## config.mk

```make
export PLATFORM = sky130hd
export DESIGN_NAME = ssg_fault_guard
export DESIGN_NICKNAME = d
export VERILOG_FILES = /design/src/ssg_pkg.sv /design/src/ssg_pulse_if.sv /design/src/ssg_pulse_guard.sv /design/src/ssg_fault_guard.sv
export VERILOG_INCLUDE_DIRS = /design/src
export SDC_FILE = /design/constraint.sdc
export NUM_CORES = 1
export LEC_CHECK = 0
export BUFFER_PORTS_ARGS = -buffer_cell sky130_fd_sc_hd__buf_2
export CAP_MARGIN = 0
export CORE_ASPECT_RATIO = 1.1
export CORE_MARGIN = 2
export CORE_UTILIZATION = 55
export DETAILED_ROUTE_END_ITERATION = 10
export PLACE_DENSITY_LB_ADDON = 0.2
export SYNTH_ARGS = -nofsm -noshare
export SYNTH_HDL_FRONTEND = slang
export SYNTH_HIERARCHICAL = 1
export SYNTH_SLANG_ARGS = --single-unit
```

## constraint.sdc

```tcl
create_clock -name clock -period 5.19 [get_ports clock]
set_input_delay 1.038 -clock clock [delete_from_list [all_inputs] [get_ports clock]]
set_output_delay 1.038 -clock clock [all_outputs]
set_load 0.02 [all_outputs]
```

## src/ssg_defs.svh

```systemverilog
// Timing counts and field positions for the speed sensor fault and pulse guard.
`ifndef SSG_DEFS_SVH
`define SSG_DEFS_SVH
`define SSG_CLK_MHZ 200
`define SSG_HOLD_US 1000
`define SSG_HOLD_MARGIN_US 100
`define SSG_HOLD_CYC ((`SSG_HOLD_US + `SSG_HOLD_MARGIN_US) * `SSG_CLK_MHZ)
`define SSG_PULSE_CYC 200
`define SSG_MON_W 8
`define SSG_RECOV_MASK 8'h0f
`define SSG_RECAL_RATIO 2
`define SSG_AMP_W 12
`endif

```

## src/ssg_pkg.sv

```systemverilog
// Types shared by the speed sensor fault and pulse guard.
package ssg_pkg;
   typedef enum logic [1:0] {SsgRun, SsgFault, SsgRstCtl} ssg_state_t;
   typedef enum logic [1:0] {SsgProtoSpeed, SsgProtoPulse, SsgProtoXor}
      ssg_proto_t;
endpackage : ssg_pkg

```

## src/ssg_pulse_if.sv

```systemverilog
// Carrier between the top and the pulse guard.
`timescale 1ns/100ps
interface ssg_pulse_if;
   logic reqA;
   logic reqB;
   logic pulseMode;
   logic outA;
   logic outB;
   logic busy;
   modport top (output reqA, output reqB, output pulseMode,
      input outA, input outB, input busy);
   modport guard (input reqA, input reqB, input pulseMode,
      output outA, output outB, output busy);
endinterface : ssg_pulse_if

```

## src/ssg_pulse_guard.sv

```systemverilog
// Pulse guard that keeps a started output pulse from being truncated.
`timescale 1ns/100ps
`include "ssg_defs.svh"
module ssg_pulse_guard
   import ssg_pkg::*;
(
   // Clock and reset.
   input wire logic clock,
   input wire logic rst_n,
   // Carrier.
   ssg_pulse_if.guard pg
);
   typedef struct packed {
      logic outA;
      logic outB;
      logic [15:0] cnt;
   } ssg_pg_t;
   ssg_pg_t st_r, st_nxt;

   assign pg.outA = st_r.outA;
   assign pg.outB = st_r.outB;
   assign pg.busy = pg.pulseMode && (st_r.cnt != 16'h0000);

   always_comb begin
      st_nxt = st_r;
      if (st_r.cnt != 16'h0000) begin
         st_nxt.cnt = st_r.cnt - 16'h0001;
      end
      if (!pg.busy) begin
         if (pg.reqA != st_r.outA || pg.reqB != st_r.outB) begin
            st_nxt.outA = pg.reqA;
            st_nxt.outB = pg.reqB;
            st_nxt.cnt = 16'(`SSG_PULSE_CYC);
         end
      end
   end

   always_ff @(posedge clock or negedge rst_n) begin
      if (!rst_n) begin
         st_r <= '0;
      end else begin
         st_r <= st_nxt;
      end
   end

   pulse_hold_a: assert property (@(posedge clock)
      disable iff (!rst_n)
      pg.busy |=> $stable(pg.outA) && $stable(pg.outB))
      else $error("output changed during a pulse");
   nonpulse_free_a: assert property (@(posedge clock)
      disable iff (!rst_n)
      !pg.pulseMode |=> pg.outA == $past(pg.reqA) &&
      pg.outB == $past(pg.reqB))
      else $error("guard blocked outside pulse mode");
endmodule : ssg_pulse_guard

```

## src/ssg_fault_guard.sv

```systemverilog
// Top of the speed sensor fault supervision and pulse guard.
`timescale 1ns/100ps
`include "ssg_defs.svh"
module ssg_fault_guard
   import ssg_pkg::*;
#(
   parameter int unsigned HOLD_CYC = `SSG_HOLD_CYC
)
(
   // Clock and reset.
   input wire logic clock,
   input wire logic rst_n,
   // Diagnostics and configuration.
   input wire logic [`SSG_MON_W-1:0] monFire,
   input wire ssg_proto_t protocol,
   // Signal path.
   input wire logic speedA,
   input wire logic speedB,
   input wire logic calibrated,
   input wire logic [`SSG_AMP_W-1:0] liveAmp,
   input wire logic [`SSG_AMP_W-1:0] calAmp,
   // Controller actions.
   output logic ctlReset,
   output logic recalibrate,
   output logic faultActive,
   // Output drivers, high means fault-high level.
   output logic outA,
   output logic outB,
   output logic faultHigh
);
   typedef struct packed {
      ssg_state_t state;
      logic [31:0] holdCnt;
      logic recov;
      logic ctlReset;
      logic recal;
   } ssg_top_t;
   ssg_top_t st_r, st_nxt;
   ssg_pulse_if pg();

   function automatic logic isRecov(input logic [`SSG_MON_W-1:0] m);
      return (m & `SSG_MON_W'(`SSG_RECOV_MASK)) != '0 &&
         (m & ~`SSG_MON_W'(`SSG_RECOV_MASK)) == '0;
   endfunction : isRecov

   function automatic logic ampLarge(input logic [`SSG_AMP_W-1:0] live,
         input logic [`SSG_AMP_W-1:0] cal);
      return {1'b0, live} >
         (`SSG_AMP_W+1)'(cal) * (`SSG_AMP_W+1)'(`SSG_RECAL_RATIO);
   endfunction : ampLarge

   assign pg.reqA = speedA;
   assign pg.reqB = speedB;
   assign pg.pulseMode = (protocol == SsgProtoPulse);

   ssg_pulse_guard u_guard (
      .clock(clock),
      .rst_n(rst_n),
      .pg(pg)
   );

   always_comb begin
      st_nxt = st_r;
      st_nxt.ctlReset = 1'b0;
      st_nxt.recal = 1'b0;
      if (calibrated && st_r.state == SsgRun &&
          ampLarge(liveAmp, calAmp)) begin
         st_nxt.recal = 1'b1;
      end
      case (st_r.state)
         SsgRun: begin
            if (monFire != '0) begin
               st_nxt.state = SsgFault;
               st_nxt.holdCnt = '0;
               st_nxt.recov = isRecov(monFire);
            end
         end
         SsgFault: begin
            if (st_r.holdCnt < HOLD_CYC) begin
               st_nxt.holdCnt = st_r.holdCnt + 32'h1;
            end else if (monFire != '0 && !isRecov(monFire)) begin
               st_nxt.recov = 1'b0;
            end else if (st_r.recov) begin
               st_nxt.state = SsgRstCtl;
               st_nxt.ctlReset = 1'b1;
            end else if (monFire == '0 && !st_r.recov) begin
               st_nxt.holdCnt = st_r.holdCnt;
            end
         end
         SsgRstCtl: begin
            st_nxt.state = SsgRun;
            st_nxt.recov = 1'b0;
         end
         default: begin
            st_nxt.state = SsgRun;
         end
      endcase
   end

   always_ff @(posedge clock or negedge rst_n) begin
      if (!rst_n) begin
         st_r <= '{state: SsgRun, holdCnt: 32'h0, recov: 1'b0,
            ctlReset: 1'b0, recal: 1'b0};
      end else begin
         st_r <= st_nxt;
      end
   end

   assign faultActive = (st_r.state != SsgRun);
   assign faultHigh = faultActive;
   assign outA = faultActive ? 1'b1 : pg.outA;
   assign outB = faultActive ? 1'b1 : pg.outB;
   assign ctlReset = st_r.ctlReset;
   assign recalibrate = st_r.recal;

   fault_entry_a: assert property (@(posedge clock)
      disable iff (!rst_n)
      (st_r.state == SsgRun && monFire != '0) |=> faultActive)
      else $error("monitor did not raise fault");
   both_high_a: assert property (@(posedge clock)
      disable iff (!rst_n)
      faultActive |-> outA && outB && faultHigh)
      else $error("fault not on both outputs");
   hold_long_a: assert property (@(posedge clock)
      disable iff (!rst_n)
      (st_r.state == SsgFault && st_r.holdCnt < HOLD_CYC) |=> faultActive)
      else $error("fault released before hold expired");
   hold_count_a: assert property (@(posedge clock)
      disable iff (!rst_n)
      (st_r.state == SsgFault && st_r.holdCnt < HOLD_CYC) |=>
      st_r.holdCnt == $past(st_r.holdCnt) + 32'h1)
      else $error("hold counter did not advance");
   reset_after_a: assert property (@(posedge clock)
      disable iff (!rst_n)
      ctlReset |-> $past(st_r.holdCnt) >= HOLD_CYC)
      else $error("controller reset before hold expired");
   auto_reset_a: assert property (@(posedge clock)
      disable iff (!rst_n)
      (st_r.state == SsgFault && st_r.recov && st_r.holdCnt >= HOLD_CYC
      && (monFire == '0 || isRecov(monFire))) |=> ctlReset)
      else $error("no automatic controller reset");
   ctl_single_a: assert property (@(posedge clock)
      disable iff (!rst_n)
      ctlReset |=> !ctlReset && !faultActive)
      else $error("controller reset not a single pulse");
   idle_no_reset_a: assert property (@(posedge clock)
      disable iff (!rst_n)
      !faultActive |-> !ctlReset)
      else $error("controller reset without a fault");
   fatal_stay_a: assert property (@(posedge clock)
      disable iff (!rst_n)
      ctlReset |-> $past(st_r.recov))
      else $error("reset issued for a fatal fault");
   fatal_hold_a: assert property (@(posedge clock)
      disable iff (!rst_n)
      (st_r.state == SsgFault && !st_r.recov) |=>
      faultActive)
      else $error("fatal fault released");
   run_entry_a: assert property (@(posedge clock)
      disable iff (!rst_n)
      (st_r.state == SsgRun && monFire != '0) |=>
      st_r.recov == isRecov($past(monFire)))
      else $error("recoverable class wrong on fault entry");
   one_ms_a: assert property (@(posedge clock)
      disable iff (!rst_n)
      $fell(faultActive) |-> $past(st_r.state) == SsgRstCtl)
      else $error("fault released without full hold");
   recal_a: assert property (@(posedge clock)
      disable iff (!rst_n)
      (calibrated && !faultActive && ampLarge(liveAmp, calAmp))
      |=> recalibrate)
      else $error("recalibration missed");
   recal_quiet_a: assert property (@(posedge clock)
      disable iff (!rst_n)
      (!calibrated || faultActive) |=> !recalibrate)
      else $error("recalibration without calibration or during fault");
   pin_hold_a: assert property (@(posedge clock)
      disable iff (!rst_n)
      (pg.busy && !faultActive) ##1 !faultActive |->
      $stable(outA) && $stable(outB))
      else $error("pin changed during a pulse");
   speed_follow_a: assert property (@(posedge clock)
      disable iff (!rst_n)
      !pg.pulseMode ##1 !faultActive |->
      outA == $past(speedA) && outB == $past(speedB))
      else $error("pin did not follow speed outside pulse mode");
   no_spur_a: assert property (@(posedge clock)
      disable iff (!rst_n)
      (!faultActive && monFire == '0) |=> !faultActive)
      else $error("spurious fault");
endmodule : ssg_fault_guard

```

==> results of run 1 <==
final cells by class:
| cell class | count | area share, % |
|---|---|---|
| flip-flops and latches | 55 | 38.8 |
| well taps | 77 | 2.72 |
| repair buffers | 46 | 6.64 |
| inverters | 23 | 2.44 |
| multi-input cells | 244 | 46.6 |
| clock buffers | 5 | 1.94 |
| clock inverters | 3 | 0.812 |
metrics by stage:
stage,worst slack [ns],util (%),cells,hold WS (ns)
4_1_cts,2.67,62.2,453,0.502
2_1_floorplan,2.78,-,334,0.454
3_3_place_gp,2.46,60.5,445,0.470
6_report,2.68,62.2,453,0.498
5_1_grt,2.44,62.2,453,0.519
3_5_place_dp,2.40,60.5,445,0.473
path summary, 6_finish.rpt:
check / slack, ns / depth (start not counted) / endpoint / from
max reg2reg: 2.68 / 6 / u_guard/st_r[3] / u_guard/st_r[0]
min: 0.50 / 1 / st_r[15] / st_r[15]
max: 2.68 / 6 / u_guard/st_r[3] / u_guard/st_r[0]
max in group asynchronous: 3.89 / 2 / st_r[14] / rst_n
min in group asynchronous: 0.83 / 2 / u_guard/st_r[15] / rst_n
min reg2reg: 0.50 / 1 / st_r[15] / st_r[15]
metal layers:
| metal | part of all wire [%] | vias to the layer above |
|---|---|---|
| met4 | 1.1 | 0 |
| met2 | 49 | 49 |
| met5 | 0 | - |
| met1 | 46 | 1268 |
| met3 | 3.2 | 5 |
| li1 | - | 1306 |
registers in the layout, indices dropped and copies added, names as in the netlist:
signal,cells
recalibrate,1
u_guard/pg.outA,1
u_guard/pg.outB,1
st_r,35
ctlReset,1
u_guard/st_r,16
report_power, final:
| part | leakage, nW | internal, W | switching [W] |
|---|---|---|---|
| Combinational | 0.831 | 0.000126 | 0.000228 |
| Sequential | 0.741 | 0.000459 | 0.0000347 |
| Clock | 0.0502 | 0.000100 | 0.000150 |
worst max-delay path, cell delays in order (launching register included):
cell and delay, ns:
dfrtp_1 0.41, inv_1 0.10, ha_1 0.31, nor4b_1 0.53
and4_1 0.60, nor4_1 0.09, or3_1 0.36
==> results.py, run 1 <==
metrics = {
    "critical_path": {
        "path_class": "reg -> reg",
        "arrival_ns": 2.71,
        "cp_max_fo": 15,
        "cp-start-kind": "flip-flop",
        "required_ns": 5.39,
        "endpoint_kind": "flip-flop",
    },
    "routing": {
        "ant_nets": 0,
        "wl_per_cell_um": 13.4,
        "vias": 2628,
        "drc_errors": 0,
        "wl_mm": 6.07,
        "drt_iter0_markers": 119,
        "first_pass_iters": 4,
        "vias_per_cell": 5.80,
    },
    "cts": {
        "post_cts_buffers": 0,
        "htreeDepth": 2,
        "cts_num_sinks": 55,
        "clk_latency_ns": 0.31,
        "post_cts_resize_count": 0,
        "cts_hold_buf": 0,
        "numCtsBuffers": 5,
        "clk_pin_slew_ns": 0.11,
        "tritoncts": "built",
        "clockBufferDepth": 2,
        "cts_root_buf": "clkbuf_8",
    },
    "logic_synthesis": {
        "ys_warn_count": 6,
        "synth_nets": 390,
        "syn_inst": 334,
        "syn-cell-area_mm2": 0.00320,
        "syn_avg_cell_area_um2": 9.59,
    },
    "sta": {
        "slew_viol_final": 0,
        "fmax_ghz": 0.398,
        "rsz0062_at_grt": "false",
        "worst_pin_slew_ns": 0.746,
        "finalCriticalPeriod_ns": 2.51,
        "tns_ns": 0,
        "final-setup-viol-count": 0,
        "relSlewSlack_pct": 49.8,
        "period_share_pct": 48.4,
        "final-hold-violation-count": 0,
        "finClkSkew_ns": 0.00853,
    },
    "global_route": {
        "grt_first_pass_wirelength_mm": 11.0,
        "track_usage_pct": 20.5,
        "grt_overflow_total": 0,
        "antenna_found_initial": 0,
        "grt_max_degree": 56,
        "use_met2_pct": 34.3,
        "grt_use_met1_pct": 27.2,
        "grt_pass1_vias": 2501,
        "top_usage_layer": "met2",
        "met3_usage_pct": 3.57,
    },
    "floorplanning": {
        "pin_count": 45,
        "start_util_pct": 56.2,
        "coreArea_mm2": 0.00570,
        "dieArea_mm2": 0.00645,
        "rows": 29,
        "die_w_um": 76.8,
        "die_h_um": 84.1,
    },
    "power": {
        "peakVddDrop_mv": 0.151,
        "power_w": 0.00110,
        "leakage_nw": 1.62,
        "p_per_area_mw_per_mm2": 310,
    },
    "final_layout": {
        "multi_input_area_mm2": 0.00165,
        "area_growth_pct": 10.6,
        "mostFrequentLayoutCell": "dfrtp_1",
        "register_area_mm2": 0.00138,
        "n_fill_cell": 510,
        "drive_above_1_share_pct": 18.4,
        "final_area_mm2": 0.00354,
        "final_cell_mix": "55 x dfrtp_1, 44 x buf_2, 23 x inv_1",
        "num_antenna_cells": 0,
        "fin_nets": 431,
    },
    "placed_design": {
        "place_congestion": 0.777,
        "dpl.hpwl_mm": 4.33,
        "port_buffers": 44,
        "dpl_cell_area_mm2": 0.00345,
    },
    "run": {
        "maxCapViolations": 0,
    },
    "status": {
        "status": "finished, final reports clean",
    },
    "min_path": {
        "worstHoldPathType": "reg -> reg",
    },
}
Note: power is estimated with default switching activity, not from simulation.
==> run 2: changes to the inputs <==
==> constraint.sdc (replaced) <==
create_clock -name clock -period 2.5 [get_ports clock]
set_input_delay 0.5 -clock clock [delete_from_list [all_inputs] [get_ports clock]]
set_output_delay 0.5 -clock clock [all_outputs]
set_load 0.02 [all_outputs]
==> run 2 against run 1 <==
  * Via count grew 2.0%
  * Clock-buffer cell count grew 1
  * First-iteration DRC count grew 21%
  * Wire length grew 2.6%
  * Non-clock buffer count grew 9
  * Sequential power grew 110%
  * Hold slack lost 0.20 ns
  * Die area is the same
  * Maximum frequency grew 14%
  * Utilization grew 1.2 points
  * Combinational power grew 120%
  * Highest routed layer unchanged
==> results.py, run 2 (synthesis results as in run 1) <==
metrics = {
    "status": {
        "status": "finished, final reports clean",
    },
    "sta": {
        "final-hold-violation-count": 0,
        "slew_viol_final": 0,
        "worst_pin_slew_ns": 0.673,
        "final-setup-viol-count": 0,
        "finalCriticalPeriod_ns": 2.21,
        "rsz0062_at_grt": "false",
        "period_share_pct": 88.4,
        "relSlewSlack_pct": 55.1,
        "finClkSkew_ns": 0.0127,
        "fmax_ghz": 0.453,
        "tns_ns": 0,
    },
    "cts": {
        "post_cts_resize_count": 0,
        "cts_hold_buf": 0,
        "clockBufferDepth": 2,
        "cts_num_sinks": 55,
        "post_cts_buffers": 0,
        "htreeDepth": 2,
        "numCtsBuffers": 5,
        "clk_pin_slew_ns": 0.10,
        "tritoncts": "built",
        "cts_root_buf": "clkbuf_8",
        "clk_latency_ns": 0.31,
    },
    "final_layout": {
        "area_growth_pct": 12.8,
        "drive_above_1_share_pct": 20.3,
        "final_area_mm2": 0.00361,
        "top_regs": "st_r: 35 flops, u_guard/st_r: 16 flops",
        "final_cell_mix": "55 x dfrtp_1, 44 x buf_2, 23 x inv_1",
        "fin_nets": 440,
        "largest_reg_flops": 35,
        "num_antenna_cells": 0,
        "n_fill_cell": 492,
        "largest_register": "st_r",
        "fin_util_pct": 63.4,
        "mostFrequentLayoutCell": "dfrtp_1",
    },
    "floorplanning": {
        "die_h_um": 84.1,
        "die_w_um": 76.8,
        "pin_count": 45,
        "rows": 29,
        "start_util_pct": 56.2,
        "dieArea_mm2": 0.00645,
        "coreArea_mm2": 0.00570,
    },
    "critical_path": {
        "required_ns": 2.69,
        "cp_max_fo": 11,
        "path_class": "reg -> reg",
        "cp-start-kind": "flip-flop",
        "endpoint_kind": "flip-flop",
        "arrival_ns": 2.40,
    },
    "routing": {
        "vias_per_cell": 5.80,
        "wl_mm": 6.23,
        "wl_per_cell_um": 13.5,
        "drc_errors": 0,
        "first_pass_iters": 4,
        "ant_nets": 0,
        "vias": 2680,
        "drt_iter0_markers": 144,
    },
    "run": {
        "maxCapViolations": 0,
    },
    "global_route": {
        "grt_max_degree": 56,
        "grt_first_pass_wirelength_mm": 11.2,
        "grt_pass1_vias": 2575,
        "grt_overflow_total": 0,
        "antenna_found_initial": 0,
        "track_usage_pct": 21.0,
    },
    "power": {
        "p_int_w": 0.00147,
        "seqPwrFrac_pct": 44.2,
        "p_per_area_mw_per_mm2": 640,
        "switching_share_pct": 36.4,
        "leakage_nw": 1.67,
        "peakVddDrop_mv": 0.331,
        "p_comb_share_pct": 33.4,
        "switchingPower_w": 0.000841,
        "power_frac_clock_pct": 22.3,
    },
    "placed_design": {
        "dpl.hpwl_mm": 4.50,
        "port_buffers": 44,
        "place_congestion": 0.798,
        "dpl_cell_area_mm2": 0.00351,
    },
    "min_path": {
        "worstHoldPathType": "in -> async",
    },
}
run 2: metrics by stage:
| step | hold WS (ns) | setup slack (ns) | instances | power (W) |
|---|---|---|---|---|
| finish | 0.301 | 0.291 | 462 | 0.00231 |
| global route | 0.374 | 0.0554 | 462 | 0.00248 |
| CTS | 0.325 | 0.318 | 462 | 0.00234 |
| global placement | 0.470 | 0.408 | 454 | 0.00180 |
| detailed placement | 0.472 | 0.332 | 454 | 0.00182 |
| floorplan | 0.204 | 0.317 | 334 | 0.00165 |
run 2: layer usage:
layer / part of all wire (%) / track usage, % / vias to the layer above
li1: - / - / 1327
met1: 44 / 27.4 / 1287
met2: 51 / 35.5 / 58
met3: 3.5 / 3.68 / 8
met4: 1.2 / 6.94 / 0
met5: 0 / 0 / -
run 2: layout make-up:
type	instances	area [µm²]	area share, %
flip-flops and latches	55	1380	38.1
multi-input cells	244	1650	45.7
clock buffers	6	82.6	2.29
inverters	23	86.3	2.39
clock inverters	2	16.3	0.450
repair buffers	55	303	8.38
well taps	77	96.3	2.67
run 2: power groups by stage:
stage	clock network, W	logic (W)	registers, W
6_report	0.000517	0.000774	0.00102
5_1_grt	0.000570	0.000878	0.00104
4_1_cts	0.000536	0.000784	0.00102
3_5_place_dp	0	0.000780	0.00104
3_3_place_gp	0	0.000764	0.00103
2_1_floorplan	0	0.000630	0.00102
run 2: worst paths after layout:
path | startpoint | endpoint | slack (ns) | cells after the start
setup / recovery | u_guard/st_r[0] | u_guard/st_r[3] | 0.29 | 6
hold / removal | rst_n | u_guard/st_r[12] | 0.30 | 2
setup reg to reg | u_guard/st_r[0] | u_guard/st_r[3] | 0.29 | 6
hold reg to reg | st_r[23] | st_r[23] | 0.50 | 1
max in group asynchronous | rst_n | u_guard/pg.outA | 1.74 | 2
min in group clock | speedA | u_guard/pg.outA | 0.46 | 2
run 2: worst max-delay path, cell delays in order, from the launching register on:
cell and delay [ns]:
dfrtp_1 0.41, inv_1 0.10, ha_1 0.17, nor4b_1 0.52, and4_1 0.48, nor4_1 0.08
or3_1 0.34
